$ cat config.mk
export PLATFORM = sky130hd
export DESIGN_NAME = sism_irq_ctrl
export DESIGN_NICKNAME = d
export VERILOG_FILES = /design/src/hw/sism_event_flags.v /design/src/hw/sism_irq_ctrl.v
export VERILOG_INCLUDE_DIRS = /design/src /design/src/hw
export SDC_FILE = /design/constraint.sdc
export NUM_CORES = 1
export LEC_CHECK = 0
export ABC_CLOCK_PERIOD_IN_PS = 2000
export BUFFER_PORTS_ARGS = -buffer_cell sky130_fd_sc_hd__buf_2
export CORE_ASPECT_RATIO = 0.7
export CORE_MARGIN = 8
export CORE_UTILIZATION = 39
export DETAILED_ROUTE_END_ITERATION = 10
export HOLD_SLACK_MARGIN = 0.02
export PLACE_DENSITY = 0.78
export SLEW_MARGIN = 10
export SYNTH_ARGS = -nofsm -noshare
export SYNTH_HDL_FRONTEND = slang
export SYNTH_SLANG_ARGS = --single-unit
$ cat constraint.sdc
create_clock -name pclk -period 2 [get_ports pclk]
set_clock_uncertainty 0.05 [all_clocks]
set_input_delay 0.6 -clock pclk [delete_from_list [all_inputs] [get_ports pclk]]
set_output_delay 0.6 -clock pclk [all_outputs]
set_load 0.02 [all_outputs]
$ cat src/hw/sism_defs.vh
`ifndef SISM_DEFS_VH
`define SISM_DEFS_VH

// ----------------------------------------
// Register byte addresses
// ----------------------------------------
// Printed offsets are not all multiples of four: they are indices
`define SISM_IDX_RAW 8'hF9
`define SISM_IDX_STATUS 8'hFB
`define SISM_IDX_MASK 8'hFD
`define SISM_IDX_CLEAR 8'hFF
`define SISM_ADDR_RAW 12'h3E4
`define SISM_ADDR_STATUS 12'h3EC
`define SISM_ADDR_MASK 12'h3F4
`define SISM_ADDR_CLEAR 12'h3FC

// ----------------------------------------
// Field positions and reset values
// ----------------------------------------
`define SISM_BIT_TUNER_DONE 0
`define SISM_BIT_TUNER_ERROR 1
`define SISM_BIT_ANT_RX_TIMEOUT 3
`define SISM_BIT_ANT_TX_DONE 4
`define SISM_BIT_ANT_RX_DONE 5
`define SISM_IMPL_BITS 8'h3B
`define SISM_RESET_BYTE 8'h00

`endif

$ cat src/hw/sism_event_flags.v
`timescale 1ns/1ns
// ----------------------------------------
// Sticky raw event flags
// ----------------------------------------
module sism_event_flags #(
  parameter WIDTH = 8
) (
  // Clock and reset
  input wire pclk,
  input wire presetn,
  // Set pulses and clear strobes
  input wire [WIDTH-1:0] set_pulse,
  input wire [WIDTH-1:0] clear_strobe,
  // Flags
  output reg [WIDTH-1:0] flags
);

  always @(posedge pclk or negedge presetn) begin
    if (!presetn) begin
      flags <= {WIDTH{1'b0}};
    end else begin
      // Set wins over a clear in the same cycle
      flags <= (flags & ~clear_strobe) | set_pulse;
    end
  end

endmodule

$ cat src/hw/sism_irq_ctrl.v
// Local design decision: register access over APB.
`timescale 1ns/1ns
`include "sism_defs.vh"

module sism_irq_ctrl #(
  parameter HW_IRQS = 1
) (
  // Clock and reset
  input wire pclk,
  input wire presetn,
  // APB slave
  input wire psel,
  input wire penable,
  input wire pwrite,
  input wire [11:0] paddr,
  input wire [31:0] pwdata,
  output reg [31:0] prdata,
  output reg pready,
  output reg pslverr,
  // Event pulses from the link engines, same clock
  input wire antenna_rx_done,
  input wire antenna_tx_done,
  input wire antenna_rx_timeout,
  input wire tuner_xfer_error,
  input wire tuner_xfer_done,
  // Already-masked hardware interrupt sources
  input wire [HW_IRQS-1:0] hw_irq_status,
  // Host interrupt
  output reg host_irq_out
);

  // ----------------------------------------
  // Register state
  // ----------------------------------------
  reg [7:0] irq_mask;
  reg [7:0] clear_strobe;
  wire [7:0] raw_flags;
  wire [7:0] set_pulse;
  wire [7:0] masked_status;
  wire access;
  wire wr;
  reg [7:0] next_rdata;
  reg next_err;

  // Bus handshake state
  reg [1:0] apb_state;
  reg [1:0] next_apb_state;
  // Register selects
  wire sel_raw;
  wire sel_status;
  wire sel_mask;
  wire sel_clear;
  wire sel_none;
  // Write and read enables
  wire wr_mask;
  wire wr_clear;
  wire rd;
  // Interrupt sources
  wire sw_irq_any;
  wire hw_irq_any;
  wire next_irq;
  reg [31:0] next_prdata;
  reg next_pslverr;
  reg next_pready;

  // ----------------------------------------
  // Handshake states
  // ----------------------------------------
  // Waiting for an access phase, or answering one
  localparam [1:0] APB_WAIT = 2'b01;
  localparam [1:0] APB_ANSWER = 2'b10;

  // ----------------------------------------
  // Helpers
  // ----------------------------------------
  // Reserved positions are dropped everywhere a byte enters or leaves
  function [7:0] impl_bits;
    input [7:0] value;
    begin
      impl_bits = value & `SISM_IMPL_BITS;
    end
  endfunction

  // Full-address match only; aliases would hide software bugs
  function addr_hit;
    input [11:0] addr;
    input [11:0] target;
    begin
      addr_hit = (addr == target);
    end
  endfunction

  // Widen a register byte onto the data bus
  function [31:0] to_bus;
    input [7:0] value;
    begin
      to_bus = {24'h000000, value};
    end
  endfunction

  // Each register lives in the low byte of its word
  function [7:0] bus_byte;
    input [31:0] word;
    begin
      bus_byte = word[7:0];
    end
  endfunction

  // ----------------------------------------
  // Event mapping
  // ----------------------------------------
  // Reserved positions never receive an event
  assign set_pulse[`SISM_BIT_ANT_RX_DONE] = antenna_rx_done;
  assign set_pulse[`SISM_BIT_ANT_TX_DONE] = antenna_tx_done;
  assign set_pulse[`SISM_BIT_ANT_RX_TIMEOUT] = antenna_rx_timeout;
  assign set_pulse[`SISM_BIT_TUNER_ERROR] = tuner_xfer_error;
  // Done is dropped if the engine flags an error alongside it
  assign set_pulse[`SISM_BIT_TUNER_DONE] = tuner_xfer_done & ~tuner_xfer_error;
  assign set_pulse[2] = 1'b0;
  assign set_pulse[6] = 1'b0;
  assign set_pulse[7] = 1'b0;

  // ----------------------------------------
  // Raw flags
  // ----------------------------------------
  // Set and clear priority lives in the flag module
  sism_event_flags #(
    .WIDTH(8)
  ) u_flags (
    .pclk(pclk),
    .presetn(presetn),
    .set_pulse(set_pulse),
    .clear_strobe(clear_strobe),
    .flags(raw_flags)
  );

  // ----------------------------------------
  // Status
  // ----------------------------------------
  // Combinational AND: a cleared raw flag drops its status bit at once
  // Masked events remain visible in the raw register only
  assign masked_status = raw_flags & irq_mask & `SISM_IMPL_BITS;

  // ----------------------------------------
  // APB access
  // ----------------------------------------
  // Decoded once, shared by the read mux and the write port
  assign sel_raw = addr_hit(paddr, `SISM_ADDR_RAW);
  assign sel_status = addr_hit(paddr, `SISM_ADDR_STATUS);
  assign sel_mask = addr_hit(paddr, `SISM_ADDR_MASK);
  assign sel_clear = addr_hit(paddr, `SISM_ADDR_CLEAR);
  assign sel_none = ~(sel_raw | sel_status | sel_mask | sel_clear);

  // Taken only while waiting, so each transfer is seen once
  assign access = psel & penable & apb_state[0];
  assign wr = access & pwrite;
  assign rd = access & ~pwrite;
  assign wr_mask = wr & sel_mask;
  assign wr_clear = wr & sel_clear;

  // ----------------------------------------
  // Handshake
  // ----------------------------------------
  always @* begin
    next_apb_state = apb_state;
    case (apb_state)
      APB_WAIT: begin
        if (access) begin
          next_apb_state = APB_ANSWER;
        end
      end
      APB_ANSWER: begin
        next_apb_state = APB_WAIT;
      end
      default: begin
        next_apb_state = APB_WAIT;
      end
    endcase
  end

  // ----------------------------------------
  // Answer
  // ----------------------------------------
  // Answer values prepared here so the outputs stay plain flops
  always @* begin
    next_pready = 1'b0;
    next_prdata = 32'h00000000;
    next_pslverr = 1'b0;
    if (access) begin
      next_pready = 1'b1;
      next_pslverr = next_err;
      if (rd) begin
        next_prdata = to_bus(next_rdata);
      end
    end
  end

  // Single wait state: answer one cycle after access phase starts
  always @(posedge pclk or negedge presetn) begin
    if (!presetn) begin
      apb_state <= APB_WAIT;
      pready <= 1'b0;
      prdata <= 32'h00000000;
      pslverr <= 1'b0;
    end else begin
      apb_state <= next_apb_state;
      pready <= next_pready;
      prdata <= next_prdata;
      pslverr <= next_pslverr;
    end
  end

  // ----------------------------------------
  // Read decode
  // ----------------------------------------
  // Read mux; the clear register is write-only and reads back zero
  always @* begin
    next_rdata = 8'h00;
    next_err = 1'b0;
    if (sel_raw) begin
      next_rdata = impl_bits(raw_flags);
    end
    if (sel_status) begin
      next_rdata = masked_status;
    end
    if (sel_mask) begin
      next_rdata = impl_bits(irq_mask);
    end
    if (sel_clear) begin
      next_rdata = 8'h00;
    end
    if (sel_none) begin
      next_err = 1'b1;
    end
  end

  // ----------------------------------------
  // Mask register
  // ----------------------------------------
  // Written at the taken edge, the same edge that raises pready
  always @(posedge pclk or negedge presetn) begin
    if (!presetn) begin
      irq_mask <= `SISM_RESET_BYTE;
    end else begin
      if (wr_mask) begin
        irq_mask <= impl_bits(bus_byte(pwdata));
      end
    end
  end

  // ----------------------------------------
  // Clear strobe
  // ----------------------------------------
  // One-cycle strobe, then back to zero
  // Software never sees it: a read of the clear address gives zero
  always @(posedge pclk or negedge presetn) begin
    if (!presetn) begin
      clear_strobe <= `SISM_RESET_BYTE;
    end else begin
      if (wr_clear) begin
        clear_strobe <= impl_bits(bus_byte(pwdata));
      end else begin
        clear_strobe <= 8'h00;
      end
    end
  end

  // ----------------------------------------
  // Interrupt output
  // ----------------------------------------
  // Software part only counts enabled, implemented positions
  assign sw_irq_any = |masked_status;
  // Hardware sources arrive already masked by their own block
  assign hw_irq_any = |hw_irq_status;
  assign next_irq = sw_irq_any | hw_irq_any;

  // Registered, so it trails the status register by one cycle
  // A user polling status sees the bit in prdata in the same cycle as the pin, as prdata is registered too
  always @(posedge pclk or negedge presetn) begin
    if (!presetn) begin
      host_irq_out <= 1'b0;
    end else begin
      host_irq_out <= next_irq;
    end
  end

endmodule

Word level (Yosys, flattened, before mapping)

Cells that the tools add are included.

Logic and storage cells: 44
Flip-flop bits (word level): 58
Input port bits: 55
Output and inout port bits: 35

Bitwise operators: 17
Muxes and demuxes: 12
Eq/ne operators: 6
Reductions and logical operators: 1

Operators with widths:

| kind                 | count |
|---|---|
| $eq 12x10->1 const B | 4 |
| $mux 8               | 5 |
| $mux 6               | 2 |
| $and 8x8->8          | 1 |
| $not 8->8            | 1 |
| $or 8x6->8           | 1 |
| $and 1x1->1          | 7 |
| $and 6x6->6          | 1 |
| $reduce_or 5->1      | 1 |
| $mux 2               | 2 |
| $or 1x1->1           | 4 |
| $mux 1               | 3 |
| $eq 2x1->1 const B   | 1 |
| $ne 2x2->1 const B   | 1 |
| $not 1->1            | 2 |

Longest topological paths before layout

Gate-level depths: netlist (run 1).

Word-level depth: 7
Mapped depth: 4
Gate-level depth less buffers: 4

Hierarchy

Synthesis (run 1) repeated with hierarchy kept, for this count alone.

Cells, all modules: 116
Area total of the unflattened synthesis: 1317.5 um2

Modules (own cells, without submodules):

| module           | instances | area an instance (um2) | sequential area each (um2) | cells an instance |
|---|---|---|---|---|
| sism_irq_ctrl    | 1         | 1027.2                 | 501.7                      | 92 |
| sism_event_flags | 1         | 290.3                  | 200.2                      | 24 |

Worst setup path before layout (run 1)

No wires, ideal clock.

Path type: input to register
Start: input paddr[11]
End: register irq_mask[0]
Data required time: 1825 ps
Arrival time: 1521 ps
Library setup time: 125 ps
Stages: 4
Path buffers: 0
Setup slack: 305 ps
Path through: or2_4 -> nor3_4 -> nand4_2 -> mux2_2

Word-level cells in the longest chain between the ends: 2

Ends and longest elaborated chain:

| element              | RTL line            | source |
|---|---|---|
| from (decl)          | sism_irq_ctrl.v:15  | `input wire [11:0] paddr,` |
| $eq 12x10->1         | sism_irq_ctrl.v:89  | `addr_hit = (addr == target);` |
| $and 1x1->1          | sism_irq_ctrl.v:158 | `assign wr_mask = wr & sel_mask;` |
| to (signal assigned) | sism_irq_ctrl.v:243 | `` irq_mask <= `SISM_RESET_BYTE; `` |
| to (signal assigned) | sism_irq_ctrl.v:246 | `irq_mask <= impl_bits(bus_byte(pwdata));` |
| to (decl)            | sism_irq_ctrl.v:35  | `reg [7:0] irq_mask;` |

Every way passes these cells.
A chain may end at the register's enable or synchronous reset.

Worst setup path in the final report (run 1)

Start: input paddr[11]
End: register irq_mask[1]

The elaborated chain is that of the path after synthesis.

==> results of run 1 <==
layout make-up:
| cell class | count | area (µm²) |
|---|---|---|
| inverters | 8 | 30.03 |
| well taps | 38 | 47.55 |
| multi-input cells | 70 | 446.7 |
| flip-flops and latches | 25 | 626.9 |
| repair buffers | 35 | 175.2 |
| fillers | 300 | 1692 |
| clock buffers | 4 | 45.04 |
state kept, by name (all words and copies together) (netlist names):
signal / flops
prdata: 5
host_irq_out: 1
pslverr: 1
apb_state: 2
irq_mask: 5
pready: 1
u_flags.flags: 5
clear_strobe: 5
kinds of logic after synthesis:
kind of cell	count (synthesis)	share of synthesized area
buffers and inverters	35	0.1925
muxes	5	0.04658
DFF	25	0.5186
other	1	0.003103
AOI/OAI and AO/OA	14	0.09730
and+or+nand+nor	24	0.1418
power by group through the flow:
stage | registers, µW | clock network [µW] | logic, µW
after floorplan | 528 | 0 | 101
after global placement | 523 | 0 | 106
after detailed placement | 523 | 0 | 110
after CTS | 513 | 293 | 110
after global routing | 514 | 321 | 122
final | 513 | 281 | 111
worst max-delay path: cells and delay by family:
| family | cells | cell delay, ps |
|---|---|---|
| muxes | 1 | 340 |
| buffers and inverters | 1 | 90 |
| and+or+nand+nor | 3 | 710 |
routing by layer:
metal  global-route usage  vias to the layer above  part of all wire
li1                     -                      371                 -
met1               0.1070                      383              0.38
met2               0.1620                       42              0.48
met3              0.04741                        4              0.12
met4              0.02575                        0             0.016
met5                    0                        -                 0
cells in the final DEF (no fill, tap or decap), types with 2 or more instances in the layout:
cell type  synthesis  routed
dfrtp_1           24      24
and2_1             5       5
and2b_1            2       2
nor2_1             2       2
a21o_1             4       4
nor2b_1            5       5
o221a_2            5       5
mux2_2             5       5
a22oi_1            2       2
conb_1             1      27
inv_1              8       8
clkbuf_8           0       3
nand3_1            2       2
buf_2              0      35
metrics by stage:
stage	utilization	power, µW
final	0.4477	905.1
after detailed placement	0.4330	633.3
after global placement	0.4330	629.1
after floorplan	-	628.0
after CTS	0.4477	916.8
after global routing	0.4477	956.9
worst paths after layout:
check | start | end | slack (ps)
max | paddr[11] | irq_mask[1] | 350
max reg2reg | apb_state[0] | clear_strobe[5] | 380
min reg2reg | clear_strobe[0] | u_flags.flags[0] | 380
min in group pclk | clear_strobe[0] | u_flags.flags[0] | 380
min | presetn | pready | 260
max in group asynchronous | presetn | apb_state[0] | 1280
==> impl_metrics.env, run 1 <==
export IMPL_outcome="finished clean"
export IMPL_avgSynthCellArea_um2=11.62
export IMPL_rsz0062_at_grt="false"
export IMPL_hold_ws_ps=259.8
export IMPL_finalSetupViolCount=0
export IMPL_syn_cell_area_um2=1209
export IMPL_antenna_cells=0
export IMPL_clk_pin_slew_ps=80
export IMPL_ir_worst_vdd_mv=0.2422
export IMPL_synth_top_area_frac=0.4969
export IMPL_die_w_um=82.54
export IMPL_grt_usage=0.09753
export IMPL_synth_top_cells_by_count="27 x buf_4, 24 x dfrtp_1, 8 x inv_1"
export IMPL_seq_area_frac_synth=0.5186
export IMPL_yosysUniqueCellTypes=25
export IMPL_drt_iter0_markers=35
export IMPL_final_min_clock_period_ps=1650
export IMPL_endpoint_kind="flop"
export IMPL_fin_area_um2=1371
export IMPL_place_area_um2=1326
export IMPL_synth_cells=104
export IMPL_switching_share=0.2461
export IMPL_cpPeakStageDelay_ps=340
export IMPL_numCtsBuffers=3
export IMPL_setup_tns_ps=0
export IMPL_design_core_area_um2=3063
export IMPL_final_nets=198
export IMPL_drive_gt1_frac=0.3662
export IMPL_cts_setup_buffers=0
export IMPL_yosys_top_cells_area="dfrtp_1 50%, buf_4 17%, mux2_2 4.7%"
export IMPL_internal_power_uw=682.4
export IMPL_wirelength_mm=2.456
export IMPL_grt_first_pass_wirelength_mm=3.995
export IMPL_cp_required_ps=2100
export IMPL_synth_seq_cells=25
export IMPL_row_count=17
export IMPL_leakage_uw=0.0007454
export IMPL_cts_sinks=25
export IMPL_cts_hold_buf=0
export IMPL_root_buffer="clkbuf_8"
export IMPL_gr_total_overflow=0
export IMPL_critPathLaunchType="primary input"
export IMPL_max_slew_worst_pin_slew_ps=531.4
export IMPL_p_per_area_nw_per_um2=660.0
export IMPL_fp_dieH_um=62.58
export IMPL_hold_class="primary input to async pin"
export IMPL_grt_max_degree=26
export IMPL_synth_most_common_cell="buf_4"
export IMPL_crit_fanout=5
export IMPL_crit_arrival_ps=1750
export IMPL_cts_buffer_depth=2
export IMPL_clock_power_share=0.310
export IMPL_worst_slack_ps=350.4
export IMPL_combPwrFrac=0.123
export IMPL_reg2reg_depth=4
export IMPL_start_util=0.3946
export IMPL_ant_nets=0
export IMPL_pin_count=90
export IMPL_num_vias=800
export IMPL_port_buffers=35
export IMPL_report_final_slew_viol_count=0
export IMPL_fmax_mhz=606.2
export IMPL_htree_levels=1
export IMPL_placed_cells=176
export IMPL_ctsResizeCount=0
export IMPL_fin_crit_sh=0.8248
export IMPL_yosysWarnings=0
export IMPL_vias_per_cell=4.444
export IMPL_clk_latency_ps=260
export IMPL_antenna_found_initial=0
export IMPL_syn2layout_area_growth_pct=13.46
export IMPL_gp_congestion=0.8096
export IMPL_place_ws_ps=50.90
export IMPL_fin_cells=180
export IMPL_dp_hpwl_mm=2.106
export IMPL_synthFlopType="dfrtp_1"
export IMPL_synth_edf_count=0
export IMPL_worstPathCellList="buf_2, or2_4, nor3_4, nand4_2, mux2_2"
export IMPL_grt_pass1_vias=921
export IMPL_net_switching_power_uw=222.7
export IMPL_relSlewSlack=0.6457
export IMPL_drt_wirelength_per_cell_um=13.64
export IMPL_drc=0
export IMPL_timing_final_hold_violations=0
export IMPL_async_flop_share=1.000
export IMPL_path_class="primary input to flop"
export IMPL_yosys_area_top_type="dfrtp_1"
export IMPL_drt_pass1_iterations=4
export IMPL_die_area_um2=5165
export IMPL_cts_tree="done"
export IMPL_seqPwrFrac=0.567
export IMPL_drv_cap=0
export IMPL_slowest_stage="mux2_2"
(Power assumes the default switching activity.)
==> inputs of run 2 (changes only) <==
--- a/config.mk
+++ b/config.mk
@@ -6,14 +6,14 @@
 export SDC_FILE = /design/constraint.sdc
 export NUM_CORES = 1
 export LEC_CHECK = 0
-export ABC_CLOCK_PERIOD_IN_PS = 2000
+export ABC_CLOCK_PERIOD_IN_PS = 1500
 export BUFFER_PORTS_ARGS = -buffer_cell sky130_fd_sc_hd__buf_2
 export CORE_ASPECT_RATIO = 0.7
 export CORE_MARGIN = 8
-export CORE_UTILIZATION = 39
+export CORE_UTILIZATION = 36
 export DETAILED_ROUTE_END_ITERATION = 10
 export HOLD_SLACK_MARGIN = 0.02
-export PLACE_DENSITY = 0.78
+export PLACE_DENSITY = 0.76
 export SLEW_MARGIN = 10
 export SYNTH_ARGS = -nofsm -noshare
 export SYNTH_HDL_FRONTEND = slang
==> constraint.sdc (replaced) <==
create_clock -name pclk -period 1.5 [get_ports pclk]
set_clock_uncertainty 0.05 [all_clocks]
set_input_delay 0.45 -clock pclk [delete_from_list [all_inputs] [get_ports pclk]]
set_output_delay 0.45 -clock pclk [all_outputs]
set_load 0.02 [all_outputs]
==> run 2 against run 1 <==
Clock-buffer cell count shrank 1. Sequential cell count did not move. Global-route usage up 0.064 points. Critical path depth stayed put. Worst setup slack got worse by 320 ps. Hold slack got worse by 160 ps. Register-to-register slack worse by 350 ps. Total power grew 36%. Non-clock buffer count up 4. First-iteration DRC count down 2.9%. Largest cell class unchanged. Largest power group unchanged.
==> impl_metrics.env, run 2 (synthesis gave the netlist of run 1 again) <==
export IMPL_outcome="finished clean"
export IMPL_leakage_uw=0.0007789
export IMPL_finalSetupViolCount=0
export IMPL_drt_pass1_iterations=2
export IMPL_critPathLaunchType="primary input"
export IMPL_design_core_area_um2=3169
export IMPL_final_core_util=0.4615
export IMPL_final_min_clock_period_ps=1474
export IMPL_clk_pin_slew_ps=80
export IMPL_p_per_area_nw_per_um2=842.0
export IMPL_gp_congestion=0.7597
export IMPL_gr_total_overflow=0
export IMPL_max_slew_worst_pin_slew_ps=511.3
export IMPL_die_area_um2=5497
export IMPL_wirelength_mm=2.692
export IMPL_clk_latency_ps=260
export IMPL_cts_sinks=25
export IMPL_antenna_found_initial=0
export IMPL_root_buffer="clkbuf_8"
export IMPL_fp_dieH_um=64.48
export IMPL_drt_iter0_markers=34
export IMPL_cts_buffer_depth=2
export IMPL_ir_worst_vdd_mv=0.3773
export IMPL_drc=0
export IMPL_timing_final_hold_violations=0
export IMPL_die_w_um=85.26
export IMPL_pin_count=90
export IMPL_grt_max_degree=26
export IMPL_start_util=0.3814
export IMPL_drv_cap=0
export IMPL_dp_hpwl_mm=2.259
export IMPL_final_common_cell="buf_2"
export IMPL_final_nets=202
export IMPL_rsz0062_at_grt="true"
export IMPL_final_cell_mix="35 x buf_2, 27 x conb_1, 24 x dfrtp_1, 8 x inv_1"
export IMPL_endpoint_kind="flop"
export IMPL_numCtsBuffers=3
export IMPL_crit_fanout=5
export IMPL_cp_required_ps=1600
export IMPL_cts_tree="done"
export IMPL_grt_first_pass_wirelength_mm=4.305
export IMPL_path_class="primary input to flop"
export IMPL_drive_gt1_frac=0.4315
export IMPL_port_buffers=35
export IMPL_fin_crit_sh=0.9830
export IMPL_antenna_cells=0
export IMPL_fmax_mhz=678.2
export IMPL_placed_cells=179
export IMPL_crit_arrival_ps=1580
export IMPL_vias_per_cell=4.321
export IMPL_htree_levels=1
export IMPL_grt_pass1_vias=915
export IMPL_num_vias=795
export IMPL_grt_usage=0.09818
export IMPL_relSlewSlack=0.6592
export IMPL_ant_nets=0
export IMPL_fill_cells=314
export IMPL_fin_cells=184
export IMPL_syn2layout_area_growth_pct=21.01
export IMPL_drt_wirelength_per_cell_um=14.63
export IMPL_cts_hold_buf=0
export IMPL_hold_class="primary input to async pin"
export IMPL_row_count=17
export IMPL_report_final_slew_viol_count=0
-- run 2: changes by cell type in the layout (fill, tap and decap cells not counted), sizes merged --
cell and change:
buf +4, clkinv +1, clkbuf -1
-- run 2: per-stage QoR --
| stage | TNS (ps) | area, µm² | hold WS [ps] | power, µW | setup slack, ps |
|---|---|---|---|---|---|
| floorplan | -95.48 | 1323 | 104.4 | 839.7 | -19.10 |
| global placement | -3095 | 1365 | 366.7 | 847.3 | -229.7 |
| detailed placement | -4352 | 1365 | 404.2 | 853.6 | -312.9 |
| CTS | 0 | 1444 | 120.7 | 1246 | 4.472 |
| global route | -219.3 | 1463 | 132.0 | 1291 | -25.99 |
| finish | 0 | 1463 | 99.83 | 1231 | 25.53 |
-- run 2: final cells by class --
cell class | instances | area, µm² | area share
flip-flops and latches | 25 | 626.9 | 0.4286
repair buffers | 39 | 205.2 | 0.1403
clock buffers | 3 | 41.29 | 0.02823
well taps | 38 | 47.55 | 0.03251
inverters | 8 | 30.03 | 0.02053
multi-input cells | 70 | 506.7 | 0.3465
clock inverters | 1 | 5.005 | 0.003422
-- run 2: what timing repair did --
item | 4_1_cts | 5_1_grt
setup endpoints to repair | 15 | 15
buffers inserted | 0 | 1
pin swaps | 2 | 2
hold endpoints to repair | 0 | 0
gates resized for setup | 7 | 2
-- run 2: worst paths after layout --
| kind | startpoint | to | slack (ps) | cells after the start |
|---|---|---|---|---|
| worst min-delay path | presetn | pready | 100 | 1 |
| worst max-delay path | paddr[11] | irq_mask[4] | 30 | 5 |
| worst min register to register | clear_strobe[0] | u_flags.flags[0] | 410 | 1 |
| max in group asynchronous | presetn | apb_state[0] | 940 | 1 |
| worst max register to register | apb_state[0] | prdata[3] | 30 | 4 |
| min in group pclk | antenna_rx_timeout | u_flags.flags[3] | 310 | 2 |
-- run 2: metal layers --
metal	up-vias	routed length, µm	global-route usage
met5	-	0	0
met4	0	0	0.006522
met1	383	997	0.09752
met3	0	237	0.04403
met2	31	1456	0.1922
li1	381	-	-
-- run 2: critical path, cell delays in order --
cell and delay, ps:
buf_2 90, or2_4 260, nor3_4 270, nand4_4 190
mux2_2 310
-- run 2: where the power goes --
part           leakage [µW]  internal, µW  switching, µW  total, µW
Combinational      0.000438          46.2            119        165
Sequential         0.000315           682           2.71        685
Clock             0.0000255           185            196        382
Total              0.000779           914            318       1230
